## config.mk

```make
export PLATFORM = sky130hd
export DESIGN_NAME = scr_readback_regs
export DESIGN_NICKNAME = d
export VERILOG_FILES = /design/src/scr_pkg.sv /design/src/scr_readback_regs.sv
export SDC_FILE = /design/constraint.sdc
export NUM_CORES = 1
export LEC_CHECK = 0
export ABC_AREA = 1
export CAP_MARGIN = 10
export CORE_MARGIN = 3
export CORE_UTILIZATION = 40
export CTS_CLUSTER_DIAMETER = 120
export DETAILED_ROUTE_END_ITERATION = 6
export DONT_BUFFER_PORTS = 1
export PLACE_DENSITY_LB_ADDON = 0.1
export SETUP_SLACK_MARGIN = 0.02
export SYNTH_ARGS = -nofsm -noshare
export SYNTH_HDL_FRONTEND = slang
export SYNTH_SLANG_ARGS = --single-unit
```

## constraint.sdc

```tcl
create_clock -name aclk -period 3.6 [get_ports aclk]
set_clock_uncertainty 0.1 [all_clocks]
set_input_delay 0.18 -clock aclk [delete_from_list [all_inputs] [get_ports aclk]]
set_output_delay 0.18 -clock aclk [all_outputs]
set_load 0.005 [all_outputs]
```

## src/scr_pkg.sv

```systemverilog
// register map, field positions and reset values for the channel readback block
`default_nettype none
package scr_pkg;
  // byte offsets of the readback registers on the bus
  localparam logic [7:0] OFF_LOOP_STATUS   = 8'h00; // loop status readback
  localparam logic [7:0] OFF_MISC_CTRL     = 8'h04; // misc control readback
  localparam logic [7:0] OFF_DIV_LOW       = 8'h08; // divisor low readback
  localparam logic [7:0] OFF_DIV_HIGH      = 8'h0C; // divisor high readback
  localparam logic [7:0] OFF_EXT_SEVEN     = 8'h10; // extended write seven readback
  localparam logic [7:0] OFF_LINE_EVENT    = 8'h14; // line event enable readback
  // write side registers that the readbacks mirror, then config, command and interrupt registers
  localparam logic [7:0] OFF_MISC_WR       = 8'h20; // misc tx/rx control write
  localparam logic [7:0] OFF_DIV_LOW_WR    = 8'h24; // divisor low write
  localparam logic [7:0] OFF_DIV_HIGH_WR   = 8'h28; // divisor high write
  localparam logic [7:0] OFF_EXT_SEVEN_WR  = 8'h2C; // extended write seven
  localparam logic [7:0] OFF_LINE_EVENT_WR = 8'h30; // line event enable write
  localparam logic [7:0] OFF_CONFIG        = 8'h34; // block configuration
  localparam logic [7:0] OFF_COMMAND       = 8'h38; // misc command write
  localparam logic [7:0] OFF_IRQ_STATUS    = 8'h3C; // sticky event status
  localparam logic [7:0] OFF_IRQ_MASK      = 8'h40; // interrupt mask
  // loop status bit positions
  localparam int LOOP_SEND_BIT   = 4; // transmitter holds the loop
  localparam int ON_LOOP_BIT     = 1; // channel inserted on the loop
  localparam int TWO_MISS_BIT    = 6; // two clocks missing
  // configuration bit positions
  localparam int CFG_EXT_READ_BIT = 0; // extended read option
  localparam int CFG_LOOP_BIT     = 1; // loop mode select
  localparam int CFG_MONO_BIT     = 2; // monosync operation
  localparam int CFG_FM_BIT       = 3; // fm encoding
  localparam int CFG_PLL_EN_BIT   = 4; // phase lock enabled
  // command codes in the top three bits of the command register
  localparam logic [2:0] CMD_ENTER_SEARCH  = 3'h1;
  localparam logic [2:0] CMD_RESET_MISSING = 3'h2;
  localparam int         CMD_LSB           = 5;
  // event enable layout: valid bits and reset value; loop status valid bits
  localparam logic [7:0] LINE_EVENT_MASK   = 8'hFA;
  localparam logic [7:0] LINE_EVENT_RESET  = 8'hF8;
  localparam logic [7:0] LOOP_STATUS_MASK  = 8'hD2;
  // interrupt status bits
  localparam int IRQ_TWO_MISS_BIT  = 0; // two clocks missing set
  localparam int IRQ_LOOP_SEND_BIT = 1; // loop sending rose
  localparam int IRQ_ON_LOOP_BIT   = 2; // on loop rose
  localparam int IRQ_W             = 3;
  // axi responses
  localparam logic [1:0] RESP_OKAY   = 2'h0;
  localparam logic [1:0] RESP_SLVERR = 2'h2;
endpackage : scr_pkg
`default_nettype wire

```

## src/scr_readback_regs.sv

```systemverilog
// readback register bank of one serial channel with an axi4-lite slave
`default_nettype none
// Notes on behaviour
// RULE_01: loop sending high only while transmitting on loop
// RULE_02: outside monosync, on loop high only while inserted on loop
// RULE_03: monosync loop mode sets on loop when transmitting
// RULE_04: reserved loop status bits 3,2,0 read zero
// RULE_05: misc readback gives misc write or event enables
// RULE_06: low divisor readback returns stored low byte
// RULE_07: high divisor readback returns bits eight..fifteen reversed
// RULE_08: extended seven readback gives register or loop status
// RULE_09: event enable readback mirrors enables, reset F8
// RULE_10: fm two missed clocks latches flag, forces search
// RULE_11: reads change no stored state other than the sticky irq status, which a status read clears
module scr_readback_regs (
  input  wire logic        aclk,
  input  wire logic        aresetn,
  input  wire logic [7:0]  s_axi_awaddr,
  input  wire logic        s_axi_awvalid,
  output logic             s_axi_awready,
  input  wire logic [31:0] s_axi_wdata,
  input  wire logic [3:0]  s_axi_wstrb,
  input  wire logic        s_axi_wvalid,
  output logic             s_axi_wready,
  output logic [1:0]       s_axi_bresp,
  output logic             s_axi_bvalid,
  input  wire logic        s_axi_bready,
  input  wire logic [7:0]  s_axi_araddr,
  input  wire logic        s_axi_arvalid,
  output logic             s_axi_arready,
  output logic [31:0]      s_axi_rdata,
  output logic [1:0]       s_axi_rresp,
  output logic             s_axi_rvalid,
  input  wire logic        s_axi_rready,
  input  wire logic        tx_in_control,
  input  wire logic        loop_inserted,
  input  wire logic        tx_active,
  input  wire logic        pll_two_missed,
  output logic             pll_search,
  output logic             irq
);

  // write side storage
  logic [7:0] misc_txrx_control_write_r;  // mirrored when extended read on
  logic [7:0] rate_divisor_low_write_r;   // divisor low byte
  logic [7:0] rate_divisor_high_write_r;  // divisor high byte
  logic [7:0] extended_write_seven_r;     // extended seventh register
  logic [7:0] line_event_enable_write_r;  // line event enables
  logic [7:0] config_r;                   // mode and option bits
  // status
  logic       loop_send_r;                // transmitter holds the loop
  logic       on_loop_r;                  // channel inserted
  logic       two_miss_r;                 // latched missing clocks
  logic       search_r;                   // pll forced into search
  logic [scr_pkg::IRQ_W-1:0] irq_stat_r;  // sticky events
  logic [scr_pkg::IRQ_W-1:0] irq_mask_r;  // interrupt mask
  logic [scr_pkg::IRQ_W-1:0] irq_ev;      // event pulses
  // bus side
  logic [7:0]  aw_addr_r;                 // captured write address
  logic        aw_have_r;                 // address held
  logic [31:0] w_data_r;                  // captured write data
  logic [3:0]  w_strb_r;                  // captured strobes
  logic        w_have_r;                  // data held
  logic        do_write;                  // both halves present
  logic        rd_take;                   // read address taken
  logic        rd_hit;                    // decoded read hit
  logic [7:0]  rd_byte;                   // decoded read byte
  logic        loop_send_prev_r;          // edge history
  logic        on_loop_prev_r;            // edge history
  logic        two_miss_set;              // two clocks missing event
  logic        two_miss_clr;              // reset missing / search cmd
  logic        mode_loop;                 // loop mode
  logic        mode_mono;                 // monosync

  // derived mode bits
  assign mode_loop = config_r[scr_pkg::CFG_LOOP_BIT];
  assign mode_mono = config_r[scr_pkg::CFG_MONO_BIT];

  // status bytes built once, reused by several readbacks
  function automatic logic [7:0] loop_byte(input logic send, input logic onl,
                                           input logic miss);
    logic [7:0] b;
    b = 8'h00;
    b[scr_pkg::LOOP_SEND_BIT] = send;
    b[scr_pkg::ON_LOOP_BIT]   = onl;
    b[scr_pkg::TWO_MISS_BIT]  = miss;
    return b & scr_pkg::LOOP_STATUS_MASK; // RULE_04
  endfunction : loop_byte

  // axi handshakes: accept each half while not already holding one
  assign s_axi_awready = !aw_have_r;
  assign s_axi_wready  = !w_have_r;
  assign do_write      = aw_have_r && w_have_r && !s_axi_bvalid;
  assign s_axi_arready = !s_axi_rvalid;
  assign rd_take       = s_axi_arvalid && s_axi_arready;

  // write address capture
  always_ff @(posedge aclk) begin
    if (!aresetn) begin
      aw_have_r <= 1'b0;
      aw_addr_r <= 8'h00;
    end else if (s_axi_awvalid && s_axi_awready) begin
      aw_have_r <= 1'b1;
      aw_addr_r <= s_axi_awaddr;
    end else if (do_write) begin
      aw_have_r <= 1'b0;
    end
  end

  // write data capture
  always_ff @(posedge aclk) begin
    if (!aresetn) begin
      w_have_r <= 1'b0;
      w_data_r <= 32'h0000_0000;
      w_strb_r <= 4'h0;
    end else if (s_axi_wvalid && s_axi_wready) begin
      w_have_r <= 1'b1;
      w_data_r <= s_axi_wdata;
      w_strb_r <= s_axi_wstrb;
    end else if (do_write) begin
      w_have_r <= 1'b0;
    end
  end

  // write response; readback offsets are read only and answer slverr
  always_ff @(posedge aclk) begin
    if (!aresetn) begin
      s_axi_bvalid <= 1'b0;
      s_axi_bresp  <= scr_pkg::RESP_OKAY;
    end else if (do_write) begin
      s_axi_bvalid <= 1'b1;
      unique case (aw_addr_r)
        scr_pkg::OFF_MISC_WR, scr_pkg::OFF_DIV_LOW_WR, scr_pkg::OFF_DIV_HIGH_WR,
        scr_pkg::OFF_EXT_SEVEN_WR, scr_pkg::OFF_LINE_EVENT_WR, scr_pkg::OFF_CONFIG,
        scr_pkg::OFF_COMMAND, scr_pkg::OFF_IRQ_MASK: s_axi_bresp <= scr_pkg::RESP_OKAY;
        default: s_axi_bresp <= scr_pkg::RESP_SLVERR;
      endcase
    end else if (s_axi_bready) begin
      s_axi_bvalid <= 1'b0;
    end
  end

  // stored write registers; only byte lane 0 carries data
  always_ff @(posedge aclk) begin
    if (!aresetn) begin
      misc_txrx_control_write_r <= 8'h00;
      rate_divisor_low_write_r  <= 8'h00;
      rate_divisor_high_write_r <= 8'h00;
      extended_write_seven_r    <= 8'h00;
      line_event_enable_write_r <= scr_pkg::LINE_EVENT_RESET; // RULE_09
      config_r                  <= 8'h00;
      irq_mask_r                <= '0;
    end else if (do_write && w_strb_r[0]) begin
      unique case (aw_addr_r)
        scr_pkg::OFF_MISC_WR:       misc_txrx_control_write_r <= w_data_r[7:0];
        scr_pkg::OFF_DIV_LOW_WR:    rate_divisor_low_write_r  <= w_data_r[7:0];
        scr_pkg::OFF_DIV_HIGH_WR:   rate_divisor_high_write_r <= w_data_r[7:0];
        scr_pkg::OFF_EXT_SEVEN_WR:  extended_write_seven_r    <= w_data_r[7:0];
        scr_pkg::OFF_LINE_EVENT_WR: begin
          // reserved enable bits never stored
          line_event_enable_write_r <= w_data_r[7:0] & scr_pkg::LINE_EVENT_MASK; // RULE_09
        end
        scr_pkg::OFF_CONFIG:        config_r   <= w_data_r[7:0];
        scr_pkg::OFF_IRQ_MASK:      irq_mask_r <= w_data_r[scr_pkg::IRQ_W-1:0];
        default: ;
      endcase
    end
  end

  // command decode: reset missing clock or enter search
  assign two_miss_clr = do_write && w_strb_r[0] && (aw_addr_r == scr_pkg::OFF_COMMAND) &&
                        ((w_data_r[7:scr_pkg::CMD_LSB] == scr_pkg::CMD_RESET_MISSING) ||
                         (w_data_r[7:scr_pkg::CMD_LSB] == scr_pkg::CMD_ENTER_SEARCH));
  // only meaningful in fm with pll running
  assign two_miss_set = pll_two_missed && config_r[scr_pkg::CFG_FM_BIT] &&
                        config_r[scr_pkg::CFG_PLL_EN_BIT];

  // loop status; updated from channel inputs and config mode bits, never by reads
  always_ff @(posedge aclk) begin
    if (!aresetn) begin
      loop_send_r <= 1'b0;
      on_loop_r   <= 1'b0;
    end else begin
      loop_send_r <= mode_loop && !mode_mono && tx_in_control && tx_active; // RULE_01
      // inserted in sdlc loop, or monosync loop once tx active
      on_loop_r   <= mode_loop && ((!mode_mono && loop_inserted) || // RULE_02
                                   (mode_mono && tx_active));      // RULE_03
    end
  end

  // two clocks missing latch and search request; set wins over clear
  always_ff @(posedge aclk) begin
    if (!aresetn) begin
      two_miss_r <= 1'b0;
      search_r   <= 1'b0;
    end else if (two_miss_set) begin
      two_miss_r <= 1'b1; // RULE_10
      search_r   <= 1'b1; // RULE_10
    end else if (two_miss_clr) begin
      two_miss_r <= 1'b0;
      search_r   <= 1'b0;
    end else if (!config_r[scr_pkg::CFG_FM_BIT] || !config_r[scr_pkg::CFG_PLL_EN_BIT]) begin
      // flag reads zero outside fm or with pll off
      two_miss_r <= 1'b0;
      search_r   <= 1'b0;
    end
  end
  assign pll_search = search_r;

  // edge history for rising-edge events
  always_ff @(posedge aclk) begin
    if (!aresetn) begin
      loop_send_prev_r <= 1'b0;
      on_loop_prev_r   <= 1'b0;
    end else begin
      loop_send_prev_r <= loop_send_r;
      on_loop_prev_r   <= on_loop_r;
    end
  end

  assign irq_ev[scr_pkg::IRQ_TWO_MISS_BIT]  = two_miss_set && !two_miss_r;
  assign irq_ev[scr_pkg::IRQ_LOOP_SEND_BIT] = loop_send_r && !loop_send_prev_r;
  assign irq_ev[scr_pkg::IRQ_ON_LOOP_BIT]   = on_loop_r && !on_loop_prev_r;

  // sticky status, cleared by reading it; new events win over the clear
  always_ff @(posedge aclk) begin
    if (!aresetn) begin
      irq_stat_r <= '0;
    end else if (rd_take && s_axi_araddr == scr_pkg::OFF_IRQ_STATUS) begin
      irq_stat_r <= irq_ev;
    end else begin
      irq_stat_r <= irq_stat_r | irq_ev;
    end
  end
  assign irq = |(irq_stat_r & irq_mask_r);

  // read decode; pure mux, no state changes here
  always_comb begin
    rd_hit  = 1'b1;
    rd_byte = 8'h00;
    unique case (s_axi_araddr)
      scr_pkg::OFF_LOOP_STATUS: rd_byte = loop_byte(loop_send_r, on_loop_r, two_miss_r); // RULE_04
      scr_pkg::OFF_MISC_CTRL: begin
        rd_byte = config_r[scr_pkg::CFG_EXT_READ_BIT] ? misc_txrx_control_write_r // RULE_05
                                                       : line_event_enable_write_r;
      end
      scr_pkg::OFF_DIV_LOW:  rd_byte = rate_divisor_low_write_r; // RULE_06
      scr_pkg::OFF_DIV_HIGH: begin
        // bit 7 carries divisor bit 8 ... bit 0 carries bit 15
        for (int i = 0; i < 8; i++) rd_byte[i] = rate_divisor_high_write_r[7-i]; // RULE_07
      end
      scr_pkg::OFF_EXT_SEVEN: begin
        rd_byte = config_r[scr_pkg::CFG_EXT_READ_BIT] ? extended_write_seven_r // RULE_08
                  : loop_byte(loop_send_r, on_loop_r, two_miss_r);
      end
      scr_pkg::OFF_LINE_EVENT: begin
        rd_byte = line_event_enable_write_r & scr_pkg::LINE_EVENT_MASK; // RULE_09
      end
      scr_pkg::OFF_MISC_WR:       rd_byte = misc_txrx_control_write_r;
      scr_pkg::OFF_DIV_LOW_WR:    rd_byte = rate_divisor_low_write_r;
      scr_pkg::OFF_DIV_HIGH_WR:   rd_byte = rate_divisor_high_write_r;
      scr_pkg::OFF_EXT_SEVEN_WR:  rd_byte = extended_write_seven_r;
      scr_pkg::OFF_LINE_EVENT_WR: rd_byte = line_event_enable_write_r;
      scr_pkg::OFF_CONFIG:        rd_byte = config_r;
      scr_pkg::OFF_COMMAND:       rd_byte = 8'h00;
      scr_pkg::OFF_IRQ_STATUS:    rd_byte = {5'h00, irq_stat_r};
      scr_pkg::OFF_IRQ_MASK:      rd_byte = {5'h00, irq_mask_r};
      default:                    rd_hit  = 1'b0;
    endcase
  end

  // read data channel; one cycle after address taken
  always_ff @(posedge aclk) begin
    if (!aresetn) begin
      s_axi_rvalid <= 1'b0;
      s_axi_rdata  <= 32'h0000_0000;
      s_axi_rresp  <= scr_pkg::RESP_OKAY;
    end else if (rd_take) begin
      s_axi_rvalid <= 1'b1;
      s_axi_rdata  <= {24'h00_0000, rd_byte}; // RULE_11
      s_axi_rresp  <= rd_hit ? scr_pkg::RESP_OKAY : scr_pkg::RESP_SLVERR;
    end else if (s_axi_rready) begin
      s_axi_rvalid <= 1'b0;
    end
  end

  // checks
  a_loop_send_cause: assert property (@(posedge aclk) disable iff (!aresetn) // RULE_01
    loop_send_r |-> $past(tx_in_control && tx_active && mode_loop))
    else $error("loop sending without transmitter in control");
  a_on_loop_cause: assert property (@(posedge aclk) disable iff (!aresetn) // RULE_02
    $rose(on_loop_r) |-> $past(mode_loop && (loop_inserted || tx_active)))
    else $error("on loop set without cause");
  a_loop_mode_off: assert property (@(posedge aclk) disable iff (!aresetn) // RULE_02
    !$past(mode_loop) |-> !(loop_send_r || on_loop_r))
    else $error("loop status set outside loop mode");
  a_mono_on_loop: assert property (@(posedge aclk) disable iff (!aresetn) // RULE_03
    (mode_loop && mode_mono && tx_active) ##1 $stable(config_r) |-> on_loop_r)
    else $error("monosync loop did not set on loop");
  a_reserved_zero: assert property (@(posedge aclk) disable iff (!aresetn) // RULE_04
    (s_axi_rvalid && $past(rd_take && s_axi_araddr == scr_pkg::OFF_LOOP_STATUS))
    |-> (s_axi_rdata[3:2] == 2'b00 && s_axi_rdata[0] == 1'b0))
    else $error("reserved loop status bit set");
  a_div_high_order: assert property (@(posedge aclk) disable iff (!aresetn) // RULE_07
    (rd_take && s_axi_araddr == scr_pkg::OFF_DIV_HIGH)
    |=> s_axi_rdata[7] == $past(rate_divisor_high_write_r[0]))
    else $error("divisor high bit order wrong");
  a_div_low_value: assert property (@(posedge aclk) disable iff (!aresetn) // RULE_06
    (rd_take && s_axi_araddr == scr_pkg::OFF_DIV_LOW)
    |=> s_axi_rdata[7:0] == $past(rate_divisor_low_write_r))
    else $error("divisor low readback wrong");
  a_misc_select: assert property (@(posedge aclk) disable iff (!aresetn) // RULE_05
    (rd_take && s_axi_araddr == scr_pkg::OFF_MISC_CTRL && !config_r[scr_pkg::CFG_EXT_READ_BIT])
    |=> s_axi_rdata[7:0] == $past(line_event_enable_write_r))
    else $error("misc readback image wrong");
  a_ext_select: assert property (@(posedge aclk) disable iff (!aresetn) // RULE_08
    (rd_take && s_axi_araddr == scr_pkg::OFF_EXT_SEVEN && config_r[scr_pkg::CFG_EXT_READ_BIT])
    |=> s_axi_rdata[7:0] == $past(extended_write_seven_r))
    else $error("extended seven readback wrong");
  a_event_reserved: assert property (@(posedge aclk) disable iff (!aresetn) // RULE_09
    (line_event_enable_write_r & ~scr_pkg::LINE_EVENT_MASK) == 8'h00)
    else $error("reserved enable bit stored");
  a_two_miss_search: assert property (@(posedge aclk) disable iff (!aresetn) // RULE_10
    two_miss_set |=> (two_miss_r && search_r))
    else $error("missing clock not latched with search");
  a_search_cleared: assert property (@(posedge aclk) disable iff (!aresetn) // RULE_10
    (two_miss_clr && !two_miss_set) |=> !(two_miss_r || search_r))
    else $error("clearing command left missing clock latched");
  a_read_no_effect: assert property (@(posedge aclk) disable iff (!aresetn) // RULE_11
    (rd_take && !do_write) |=> $stable(rate_divisor_low_write_r))
    else $error("read changed stored value");
  // interrupt status: events must land, a read clears all but new events
  a_event_sticky: assert property (@(posedge aclk) disable iff (!aresetn)
    (irq_ev != '0) |=> ((irq_stat_r & $past(irq_ev)) == $past(irq_ev)))
    else $error("event lost from sticky status");
  a_status_read_clear: assert property (@(posedge aclk) disable iff (!aresetn)
    (rd_take && s_axi_araddr == scr_pkg::OFF_IRQ_STATUS) |=> irq_stat_r == $past(irq_ev))
    else $error("status read did not clear");

  c_write_done: cover property (@(posedge aclk) do_write ##[1:3] s_axi_bvalid);
  c_ext_read:   cover property (@(posedge aclk) rd_take && config_r[scr_pkg::CFG_EXT_READ_BIT]);
  c_two_miss:   cover property (@(posedge aclk) two_miss_set);
  c_irq_seen:   cover property (@(posedge aclk) irq);
  c_mono_loop:  cover property (@(posedge aclk) on_loop_r && mode_mono);

endmodule : scr_readback_regs
`default_nettype wire

```

==> run summary, run 1 <==
The flow ran to the end, and the final reports show no timing, DRC or antenna violations. The timing-limited maximum frequency is 452 MHz. The pre-CTS setup slack came out at 1.44 ns. The synthesized area per cell came out at 6.70 um2. Summed over all nets, the half-perimeter wirelength after detailed placement is 9140 um. Measured on the finished design, the core utilization comes to 0.465. The worst-case IR drop observed on VDD is 0.000223 V. The post-synthesis sequential area ratio came out at 0.391.

The total core area came out at 10900 um2. The initial detailed-routing violation count came out at 232. The number of nets with antenna violations after detailed routing is 0. The total power per unit cell area came out at 431 nW/um2. The sum of overflow across all layers after global routing came out at 0.

In the finished design, the share of the clock period the worst path needs comes to 0.615. Measured against its own limit, the worst slew margin works out to 0.516. Max-cap violations in this run came to 0. The number of top-level pins is 106. The startpoint identified for the worst register-to-register timing path is config_r[0]. The count of endpoints failing hold in the final timing report came out at 0. The worst-case setup margin in the final layout came out at 1.39 ns.

The post-detailed-routing wire length came out at 12600 um. The category of the most critical setup path is flop to flop. For this configuration, the core starts out at a cell density of 0.412. The first global-routing pass estimated 19800 um of wire.

The die extent in y is 112 um. The analysis attributes to cell leakage a power of 2.21 nW. The final standard cell area without fillers is 5080 um2.

The placed cell area came out at 4470 um2. Of all flip-flops after synthesis, the portion carrying an async set or reset was 0. The endpoint required time on the critical path came out at 3.71 ns. The post-route worst hold slack came out at 0.0763 ns. The worst setup path is captured at a flop. The type of the worst min-delay path is input port to flop. The last weighted congestion value of the routability-driven placer is 0.928.

The number of cells produced by synthesis is 672. Setup violations remaining at the end of the flow were counted as 0. Of all nets on the critical path, the largest fanout is 15. The max-slew violation count is 0. Once layout is complete, the cells apart from fillers number 835.

The number of warning messages in the yosys log is 0. The number of antenna violations at the first check in global routing is 0. The worst reg2reg path depth is 9. The minimum setup slack among reg-to-reg paths came out at 1.39 ns. The layout net count came out at 753. The measured slew at the worst slew-check pin came out at 0.722 ns. Data arrives at the worst endpoint at 2.32 ns.

After detailed routing, the number of remaining DRC violations is 0. The final critical delay including setup and external delays came out at 2.21 ns. The number of H-tree branching levels came out at 3. The layout has 1166 filler cells.

The total number of vias came out at 4153. Of the post-synthesis cell area, the dominant cell type holds 0.391. The endpoint identified for the worst register-to-register timing path is s_axi_rdata[1]. The detail-routed via count per cell is 4.97.

TritonCTS built the clock tree. The sum of internal, switching and leakage power came out at 2.19 mW. Clock latency on the worst-skew pair, taken at its later pin, is 0.35 ns. The critical path starts at config_r[0].

Setup repair after global routing left no endpoint under its margin. The synthesis-to-finish area growth is 12.9%. The area of the die came out at 12600 um2. In the final layout, the multi-input gates occupy 2330 um2.

Synthesis inferred 88 register bits. The dominant cell type by area after synthesis is sky130_fd_sc_hd__dfxtp_1. The overall track demand over capacity in global routing is 0.202.

After detailed routing, the average wire length per cell comes to 15.1 um. In this run the clock root is driven by a sky130_fd_sc_hd__clkbuf_16. The antenna diode count is 0.

The first-pass detailed-route iteration total came out at 5. The floorplan has 38 rows. The distinct cell type count of the synthesized netlist came out at 31. The number of flops mapped to enable cells by yosys is 0. The mapped cell area came out at 4500 um2.

The register area came out at 1760 um2. The fraction of final layout cells with drive strength greater than 1 came out at 0.0791. The clock-pin slew on the worst setup and hold paths is 0.06 ns. The horizontal die dimension came out at 112 um. The final sum of negative setup slack is 0 ns.

In this run, placement finished with an instance count of 792. Port buffering added 0 buffers. The number of clock sinks seen by CTS came out at 88.

No sink is reached through more buffers than the 2 on the longest clock path. The number of global-route vias before repair was 3770. The number of buffers created by CTS came out at 9. The pin count of the biggest net entering global routing is 72.

For this run, the leading register cell type out of synthesis is sky130_fd_sc_hd__dfxtp_1. Sorting the synthesized cells by area gives the leading types as sky130_fd_sc_hd__dfxtp_1 39%, sky130_fd_sc_hd__nand2_1 14%, sky130_fd_sc_hd__nor2_1 9.2%. STA classifies the critical path startpoint as a flop. In this run the worst setup path terminates at s_axi_rdata[1].
power by group:
group | total, mW | internal, mW | switching [mW] | leakage, nW
logic | 0.151 | 0.0526 | 0.0981 | 1.35
registers | 1.02 | 0.995 | 0.0255 | 0.714
clock network | 1.02 | 0.612 | 0.407 | 0.149
cell usage in the layout (no fill, tap or decap), drive strengths merged, types with 3 or more instances in the layout:
| cell type | synthesis | layout |
|---|---|---|
| dfxtp | 88 | 88 |
| nor2 | 123 | 123 |
| inv | 50 | 51 |
| conb | 1 | 26 |
| nand3 | 62 | 62 |
| clkbuf | 11 | 10 |
| dlygate4sd3 | 0 | 26 |
| nor3 | 6 | 6 |
| o21ai | 63 | 63 |
| nor4 | 3 | 3 |
| clkinv | 3 | 4 |
| nand2 | 176 | 176 |
| a211oi | 3 | 3 |
| a21oi | 44 | 44 |
routing by layer:
metal  global-route usage  part of all wire  up-vias
li1                     -                 -     2138
met5                    0                 0        -
met2                0.321              0.45      122
met1                0.269              0.47     1875
met4               0.0929             0.026        0
met3               0.0340             0.056       18
registers in the layout, summed over array words and instances (netlist names), 3 cells and up:
signal and count:
misc_txrx_control_write_r 8, aw_addr_r 8, config_r 8, rate_divisor_high_write_r 8, rate_divisor_low_write_r 8, extended_write_seven_r 8, w_data_r 8, s_axi_rdata 8
line_event_enable_write_r 6, irq_stat_r 3, irq_mask_r 3
synthesized netlist by cell type, drive strengths merged, types with 3 or more instances:
cell	instances
nor3	6
o21ai	63
a21oi	44
a211oi	3
clkinv	3
buf	35
nor4	3
clkbuf	11
nand3	62
nor2	123
dfxtp	88
nand2	176
inv	50
how the worst min path moves through the flow:
| stage | startpoint | depth (start not counted) | end |
|---|---|---|---|
| 5_1_grt | aresetn | 2 | line_event_enable_write_r[4] |
| 3_3_place_gp | aresetn | 1 | line_event_enable_write_r[7] |
| 3_5_place_dp | aresetn | 1 | line_event_enable_write_r[7] |
| 4_1_cts | aresetn | 2 | line_event_enable_write_r[4] |
| 2_1_floorplan | s_axi_wstrb[0] | 2 | w_strb_r[0] |
| 6_report | aresetn | 2 | line_event_enable_write_r[7] |
critical path, stage by stage (launching register included):
cell and delay (ns):
sky130_fd_sc_hd__dfxtp_1 0.70, sky130_fd_sc_hd__clkinv_1 0.50, sky130_fd_sc_hd__nand2_1 0.16, sky130_fd_sc_hd__nand2_1 0.07, sky130_fd_sc_hd__nand3_1 0.08, sky130_fd_sc_hd__nand2_1 0.05, sky130_fd_sc_hd__nor2_1 0.11, sky130_fd_sc_hd__nand2_1 0.06
sky130_fd_sc_hd__o21ai_1 0.17, sky130_fd_sc_hd__a21oi_1 0.09
cell families after synthesis:
| kind of cell | share of synthesized area |
|---|---|
| buffers and inverters | 0.112 |
| xor gates and xnor gates | 0.00195 |
| and+or+nand+nor | 0.363 |
| other | 0.000833 |
| AOI/OAI and AO/OA | 0.131 |
| DFF | 0.391 |
area by class of cell:
type,count,area share
Multi-Input combinational cell,510,0.458
Sequential cell,88,0.347
Timing Repair Buffer,28,0.0581
Clock buffer,10,0.0450
Inverter,53,0.0394
Tap cell,140,0.0345
Clock inverter,6,0.0182
what timing repair did:
item,CTS,global route
gates resized for setup,0,0
setup buffers,0,0
hold buffers,27,0
endpoints found under the hold margin,77,0
(Power assumes the default switching activity.)
==> run 2, diff against run 1 <==
==> constraint.sdc (replaced) <==
create_clock -name aclk -period 2.3 [get_ports aclk]
set_clock_uncertainty 0.1 [all_clocks]
set_input_delay 0.115 -clock aclk [delete_from_list [all_inputs] [get_ports aclk]]
set_output_delay 0.115 -clock aclk [all_outputs]
set_load 0.005 [all_outputs]
==> run summary, run 2 (same netlist as run 1, synthesis figures left out) <==
Setup repair after global routing left no endpoint under its margin. The maximum clock insertion buffer count came out at 2 (unchanged). The horizontal die dimension came out at 112 um (unchanged). From synthesis to final layout, the design area changed by 12.6%.

The area of the die is 12600 um2 (unchanged). The switching share of power is 0.256 (+0.0141). The critical path's largest stage delay came out at 0.54 ns (-0.16 ns). The initial core utilization came out at 0.412 (unchanged). The library cell used as clock root buffer is sky130_fd_sc_hd__clkbuf_16.

The clock-pin slew on the worst setup and hold paths came out at 0.06 ns (about the same). The leakage power of the design is 2.20 nW (-0.53%). The measured slew at the worst slew-check pin came out at 0.527 ns (-0.195 ns). The final sum of negative setup slack came out at 0 ns (unchanged).

TritonCTS built the clock tree. The count of endpoints failing hold in the final timing report is 0 (unchanged). The layer flagged by global routing as most heavily used is met2. The number of antenna violations at the first check in global routing is 0 (unchanged).

The count of input and output buffers came out at 0 (unchanged). The met3 layer usage reported by global route was 0.0442 (+0.0102). The antenna diode count came out at 0 (unchanged). The wire length of the first global-routing pass came out at 19800 um (+0.17%). The internal power component is 2.41 mW (+45%). The area occupied by multi-input gates is 2330 um2 (unchanged).

The total buffers and inverters traversed by the critical path came out at 2 (+1). The met2 usage in global routing came out at 0.327 (+0.00636). The total core area came to 10900 um2 (unchanged). The number of buffers created by CTS is 9 (unchanged). The die extent in y came out at 112 um (unchanged). The last weighted congestion value of the routability-driven placer came out at 0.912 (-1.6%). The number of H-tree branching levels is 3 (unchanged). The quantity of gates resized following cts came out at 0 (unchanged). The power share of the combinational group is 0.073 (+0.004). The HPWL after detailed placement came out at 9020 um (-1.3%). The detail-routed via count per cell came out at 5.01 (+0.79%). The pre-CTS setup slack is 0.606 ns (-0.830 ns). The number of clock sinks seen by CTS came out at 88 (unchanged). The number of remaining DRC errors is 0 (unchanged). The switching power came to 0.831 mW (+57%). The met1 track utilization from global routing is 0.258 (-0.0111).

The minimum setup slack among reg-to-reg paths came out at 0.21 ns (-1.18 ns). The maximum fanout count along the critical path is 7 (-8). The clock network fraction of total power came out at 0.434 (-0.031).

The peak ir drop on the vdd network came to 0.000492 V (+120%). The sum of overflow across all layers after global routing is 0 (unchanged). The final standard cell area without fillers is 5070 um2 (-0.27%). The total power per unit cell area is 640 nW/um2 (+48%). The layout net count came out at 756 (+0.40%). The sequential power share is 0.493 (+0.027). The first-pass detailed-route iteration total is 4 (-1). The total number of vias is 4201 (+1.2%). The post-route worst hold slack came out at 0.0429 ns (-0.0334 ns).

In the layout the commonest cells are 164 x sky130_fd_sc_hd__nand2_1, 110 x sky130_fd_sc_hd__nor2_1, 88 x sky130_fd_sc_hd__dfxtp_1. The insertion delay to the later sink of the worst-skew pair is 0.35 ns (about the same). STA classifies the critical path startpoint as a flop. The pin count of the biggest net entering global routing came to 72 (unchanged). The fraction of final layout cells with drive strength greater than 1 came out at 0.0817 (+0.00253). The final critical delay including setup and external delays came out at 2.09 ns (-0.120 ns).

The timing-limited maximum frequency is 478 MHz (+5.7%). On the critical path, the stage with the largest delay is an instance of sky130_fd_sc_hd__dlygate4sd3_1. The cell family contributing the most delay on the critical path is simple AND/OR/NAND/NOR gates. The post-detailed-routing wire length is 12300 um (-1.9%). The sum of internal, switching and leakage power is 3.24 mW (+48%).

Traced cell by cell, the critical path runs through nor2_4 -> nand3_1 -> nor2_1 -> nand2_1 -> inv_2 -> nand2_1 -> nand3_1 -> dlygate4sd3_1. The initial detailed-routing violation count was 214 (-7.8%). The part of the cycle the worst path needs came out at 0.910 (+0.295). The total of endpoints with negative setup slack in the final report came out at 0 (unchanged). The relative max-transition margin was 0.647 (+0.131). The critical path is of the flop to flop type. The number of global-route vias before repair came out at 3904 (+3.6%). The routed wirelength normalized by instance count is 14.7 um (-2.3%).

The number of maximum-capacitance constraint violations is 0 (unchanged). Leaving out fill and tap cells, the most frequent cell in the layout is sky130_fd_sc_hd__nand2_1. The worst hold path belongs to the class input port to flop. The run finished with clean final reports.

The overall track demand over capacity in global routing is 0.198 (-0.00429). The row count is 38 (unchanged). The number of nets with antenna violations after detailed routing was 0 (unchanged). The max-slew violation count is 0 (unchanged). The worst path arrival time was 2.28 ns (-0.04 ns).

The layout filler cell count was 1161 (-0.43%). The endpoint required time on the critical path came to 2.49 ns (-1.22 ns). The worst-case setup margin in the final layout came to 0.207 ns (-1.18 ns). The placed cell area came out at 4490 um2 (+0.34%). The number of top-level pins came to 106 (unchanged). STA classifies the critical path endpoint as a flop.

The register area is 1760 um2 (unchanged).
[run 2: changes by cell type in the layout (fill, tap and decap cells not counted)]
cell                            before  now
sky130_fd_sc_hd__clkinv_4            1    0
sky130_fd_sc_hd__inv_6               1    2
sky130_fd_sc_hd__dlygate4sd3_1      26   27
sky130_fd_sc_hd__clkbuf_8            0    1
sky130_fd_sc_hd__clkinvlp_4          2    3
sky130_fd_sc_hd__bufinv_16           2    0
sky130_fd_sc_hd__buf_4               1    3
[run 2: through the flow]
step | instances | utilization
after floorplan | 697 | -
after global placement | 794 | 0.411
after detailed placement | 794 | 0.411
after CTS | 838 | 0.464
after global routing | 838 | 0.464
final | 838 | 0.464
[run 2: area by class of cell]
class | count | area share
clock buffers | 11 | 0.0479
flip-flops and latches | 88 | 0.347
multi-input cells | 510 | 0.460
inverters | 53 | 0.0395
repair buffers | 31 | 0.0632
clock inverters | 5 | 0.00790
well taps | 140 | 0.0346
[run 2: worst reg2reg max path, stage by stage (launching register included)]
cell,delay (ns)
sky130_fd_sc_hd__dfxtp_1,0.33
sky130_fd_sc_hd__nor2_4,0.13
sky130_fd_sc_hd__nand3_1,0.19
sky130_fd_sc_hd__nor2_1,0.21
sky130_fd_sc_hd__nand2_1,0.20
sky130_fd_sc_hd__inv_2,0.19
sky130_fd_sc_hd__nand2_1,0.07
sky130_fd_sc_hd__nand3_1,0.07
sky130_fd_sc_hd__dlygate4sd3_1,0.54
[run 2: routing by layer]
metal / part of all wire / up-vias
li1: - / 2148
met1: 0.46 / 1897
met2: 0.46 / 145
met3: 0.069 / 11
met4: 0.013 / 0
met5: 0 / -
[run 2: final timing paths]
kind                          from                            to  cells past startpoint
setup / recovery      aw_addr_r[0]  line_event_enable_write_r[7]                      8
hold / removal             aresetn                s_axi_rdata[0]                      3
setup reg to reg      aw_addr_r[0]  line_event_enable_write_r[7]                      8
hold reg to reg   loop_send_prev_r                 irq_stat_r[1]                      1
[run 2: what timing repair did]
| action | 4_1_cts | 5_1_grt |
|---|---|---|
| hold buffers | 28 | 0 |
| hold endpoints to repair | 77 | 0 |
| buffers inserted | 0 | 0 |
[run 2: power by group through the flow]
stage,sequential [mW],clock (mW),combinational [mW]
finish,1.60,1.41,0.238
global route,1.60,1.50,0.270
CTS,1.60,1.43,0.240
detailed placement,1.63,0,0.183
global placement,1.63,0,0.180
floorplan,1.61,0,0.201
==> run 3, diff against run 2 <==
--- a/config.mk
+++ b/config.mk
@@ -8,11 +8,12 @@
 export ABC_AREA = 1
 export CAP_MARGIN = 10
 export CORE_MARGIN = 3
-export CORE_UTILIZATION = 40
+export CORE_UTILIZATION = 30
 export CTS_CLUSTER_DIAMETER = 120
 export DETAILED_ROUTE_END_ITERATION = 6
 export DONT_BUFFER_PORTS = 1
 export PLACE_DENSITY_LB_ADDON = 0.1
+export REMOVE_ABC_BUFFERS = 1
 export SETUP_SLACK_MARGIN = 0.02
 export SYNTH_ARGS = -nofsm -noshare
 export SYNTH_HDL_FRONTEND = slang
==> run summary, run 3 (same netlist as run 1, synthesis figures left out) <==
The area of the die came to 16500 um2 (+31%). The sum of overflow across all layers after global routing came out at 0 (unchanged). The critical path's largest stage delay came to 0.54 ns (about the same). The part of the cycle the worst path needs came to 0.881 (-0.0286). The post-CTS setup buffer count is 0 (unchanged).

The total power per unit cell area came out at 647 nW/um2 (+1.1%). The cell that appears most often on the critical path is sky130_fd_sc_hd__nand3_1. The overall track demand over capacity in global routing came out at 0.164 (-0.0334).

The cell with the biggest individual delay on the critical path is sky130_fd_sc_hd__dlygate4sd3_1. TritonCTS built the clock tree. The number of global-route vias before repair is 3855 (-1.3%). The peak ir drop on the vdd network came out at 0.000395 V (-20%). The number of antenna violations at the first check in global routing is 0 (unchanged). The run finished with clean final reports. The pin count of the biggest net entering global routing came out at 73 (+1.4%). The total number of vias was 4169 (-0.76%). The timing-limited maximum frequency is 493 MHz (+3.2%). The final critical delay including setup and external delays is 2.03 ns (-0.0657 ns).

The first-pass detailed-route iteration total is 5 (+1). The number of remaining DRC errors is 0 (unchanged). The post-detailed-routing wire length came out at 13200 um (+7.4%). The routed wirelength normalized by instance count came out at 15.0 um (+1.8%). The initial detailed-routing violation count is 176 (-18%). The wire length on met1 is 6310 um (+12%). The highest metal layer with signal wires is met4. Clock tree synthesis selected as its root buffer the cell sky130_fd_sc_hd__clkbuf_16. The wire length of the first global-routing pass is 20900 um (+5.4%). Setup repair after global routing left no endpoint under its margin. The end-of-flow core utilization is 0.354 (-0.110). The worst path arrival time is 2.22 ns (-0.06 ns). The tightest min-delay check is of the input port to flop type. The max-slew violation count is 0 (unchanged). The most critical setup path has its startpoint at aw_addr_r[0].

The measured slew at the worst slew-check pin is 0.578 ns (+0.0509 ns). The number of clock sinks seen by CTS came to 88 (unchanged). The count of endpoints failing hold in the final timing report came out at 0 (unchanged). The total core area is 14600 um2 (+33%).

The total of endpoints with negative setup slack in the final report is 0 (unchanged). The category of the most critical setup path is flop to flop. The count of input and output buffers came out at 0 (unchanged). The die extent in y came out at 129 um (+15%). The layout filler cell count is 1581 (+36%).

The clock-pin slew on the worst setup and hold paths came out at 0.07 ns (about the same). The horizontal die dimension came out at 129 um (+15%). The initial core utilization is 0.309 (-0.103). The fraction of final layout cells with drive strength greater than 1 was 0.0843 (+0.00262). The last weighted congestion value of the routability-driven placer came out at 0.867 (-5.0%). The row count is 44 (+16%). The final sum of negative setup slack was 0 ns (unchanged).

The leakage power of the design is 2.22 nW (+1.2%). The met3 wire length is 894 um (+4.9%). Leaving out fill and tap cells, the most frequent cell in the layout is sky130_fd_sc_hd__nand2_1. The antenna diode count came to 0 (unchanged). The insertion delay to the later sink of the worst-skew pair came to 0.35 ns (about the same). The worst register-to-register path begins at aw_addr_r[0].

Walking the worst path, the cells encountered are nor2_4 -> nand3_1 -> nor2_1 -> nand2_2 -> inv_2 -> nand2_1 -> nand3_1 -> dlygate4sd3_1. The relative max-transition margin was 0.612 (-0.0356). The maximum fanout count along the critical path came to 7 (unchanged). The layout net count is 758 (+0.26%). The detail-routed via count per cell is 4.72 (-5.9%). The HPWL after detailed placement came out at 9810 um (+8.8%). The kind of end point of the critical path is a flop.

The number of maximum-capacitance constraint violations is 0 (unchanged). The maximum clock insertion buffer count is 2 (unchanged). The number of top-level pins is 106 (unchanged). The worst setup path is launched from a flop.

The met2 layer wire length in the routed design is 5750 um (+1.2%). Leaving out fill and tap cells, the most frequent cells in the layout are 163 x sky130_fd_sc_hd__nand2_1, 110 x sky130_fd_sc_hd__nor2_1, 88 x sky130_fd_sc_hd__dfxtp_1. The number of buffers created by CTS came out at 9 (unchanged).

The worst hold path begins at s_axi_arvalid. The number of H-tree branching levels came to 3 (unchanged). The endpoint required time on the critical path is 2.50 ns (about the same). The synthesis-to-finish area growth is 14.6%.

The number of nets with antenna violations after detailed routing is 0 (unchanged).
## run 3: path summary, 6_finish.rpt
| kind | end | slack (ns) | cells past startpoint |
|---|---|---|---|
| setup / recovery | line_event_enable_write_r[5] | 0.27 | 8 |
| hold / removal | s_axi_rdata[2] | 0.05 | 3 |
| setup reg to reg | line_event_enable_write_r[5] | 0.27 | 8 |
| hold reg to reg | irq_stat_r[1] | 0.31 | 1 |
## run 3: critical path: cells and delay by family (launching register included)
kind                   cells  cell delay (ns)
buffers and inverters      2             0.70
flip-flops                 1             0.33
AND/OR/NAND/NOR            6             0.83
## run 3: power breakdown
| group | internal [mW] | switching [mW] |
|---|---|---|
| clock network | 0.848 | 0.644 |
| logic | 0.0878 | 0.159 |
| registers | 1.56 | 0.0405 |
| total | 2.49 | 0.844 |
## run 3: repair_timing
| action | 4_1_cts | 5_1_grt |
|---|---|---|
| endpoints found under the hold margin | 77 | 0 |
| hold buffers | 29 | 0 |
| endpoints found under the setup margin | 0 | 1 |
| gates resized for setup | 0 | 1 |
## run 3: area by class of cell
class	instances	area, um2	share of cell area
tap	184	230	0.0446
clock buffer	10	229	0.0444
inverter	53	200	0.0388
multi-input combinational	510	2330	0.452
sequential	88	1760	0.341
clock inverter	6	68.8	0.0133
timing repair buffer	33	338	0.0655
## run 3: metal layers
| metal | GRT usage | vias to the layer above |
|---|---|---|
| met4 | 0.0679 | 0 |
| li1 | - | 2161 |
| met3 | 0.0403 | 21 |
| met1 | 0.230 | 1855 |
| met5 | 0 | - |
| met2 | 0.242 | 132 |
## run 3: metrics by stage
| step | hold slack [ns] | setup WS [ns] | cells | cell area [um2] | total power [mW] |
|---|---|---|---|---|---|
| finish | 0.0527 | 0.273 | 884 | 5160 | 3.34 |
| global route | 0.0931 | 0.0621 | 884 | 5160 | 3.49 |
| CTS | 0.0466 | 0.197 | 884 | 5160 | 3.40 |
| detailed placement | 0.120 | 0.564 | 839 | 4550 | 1.82 |
| global placement | 0.113 | 0.612 | 839 | 4550 | 1.82 |
| floorplan | 0.0991 | 0.563 | 651 | 4290 | 1.76 |
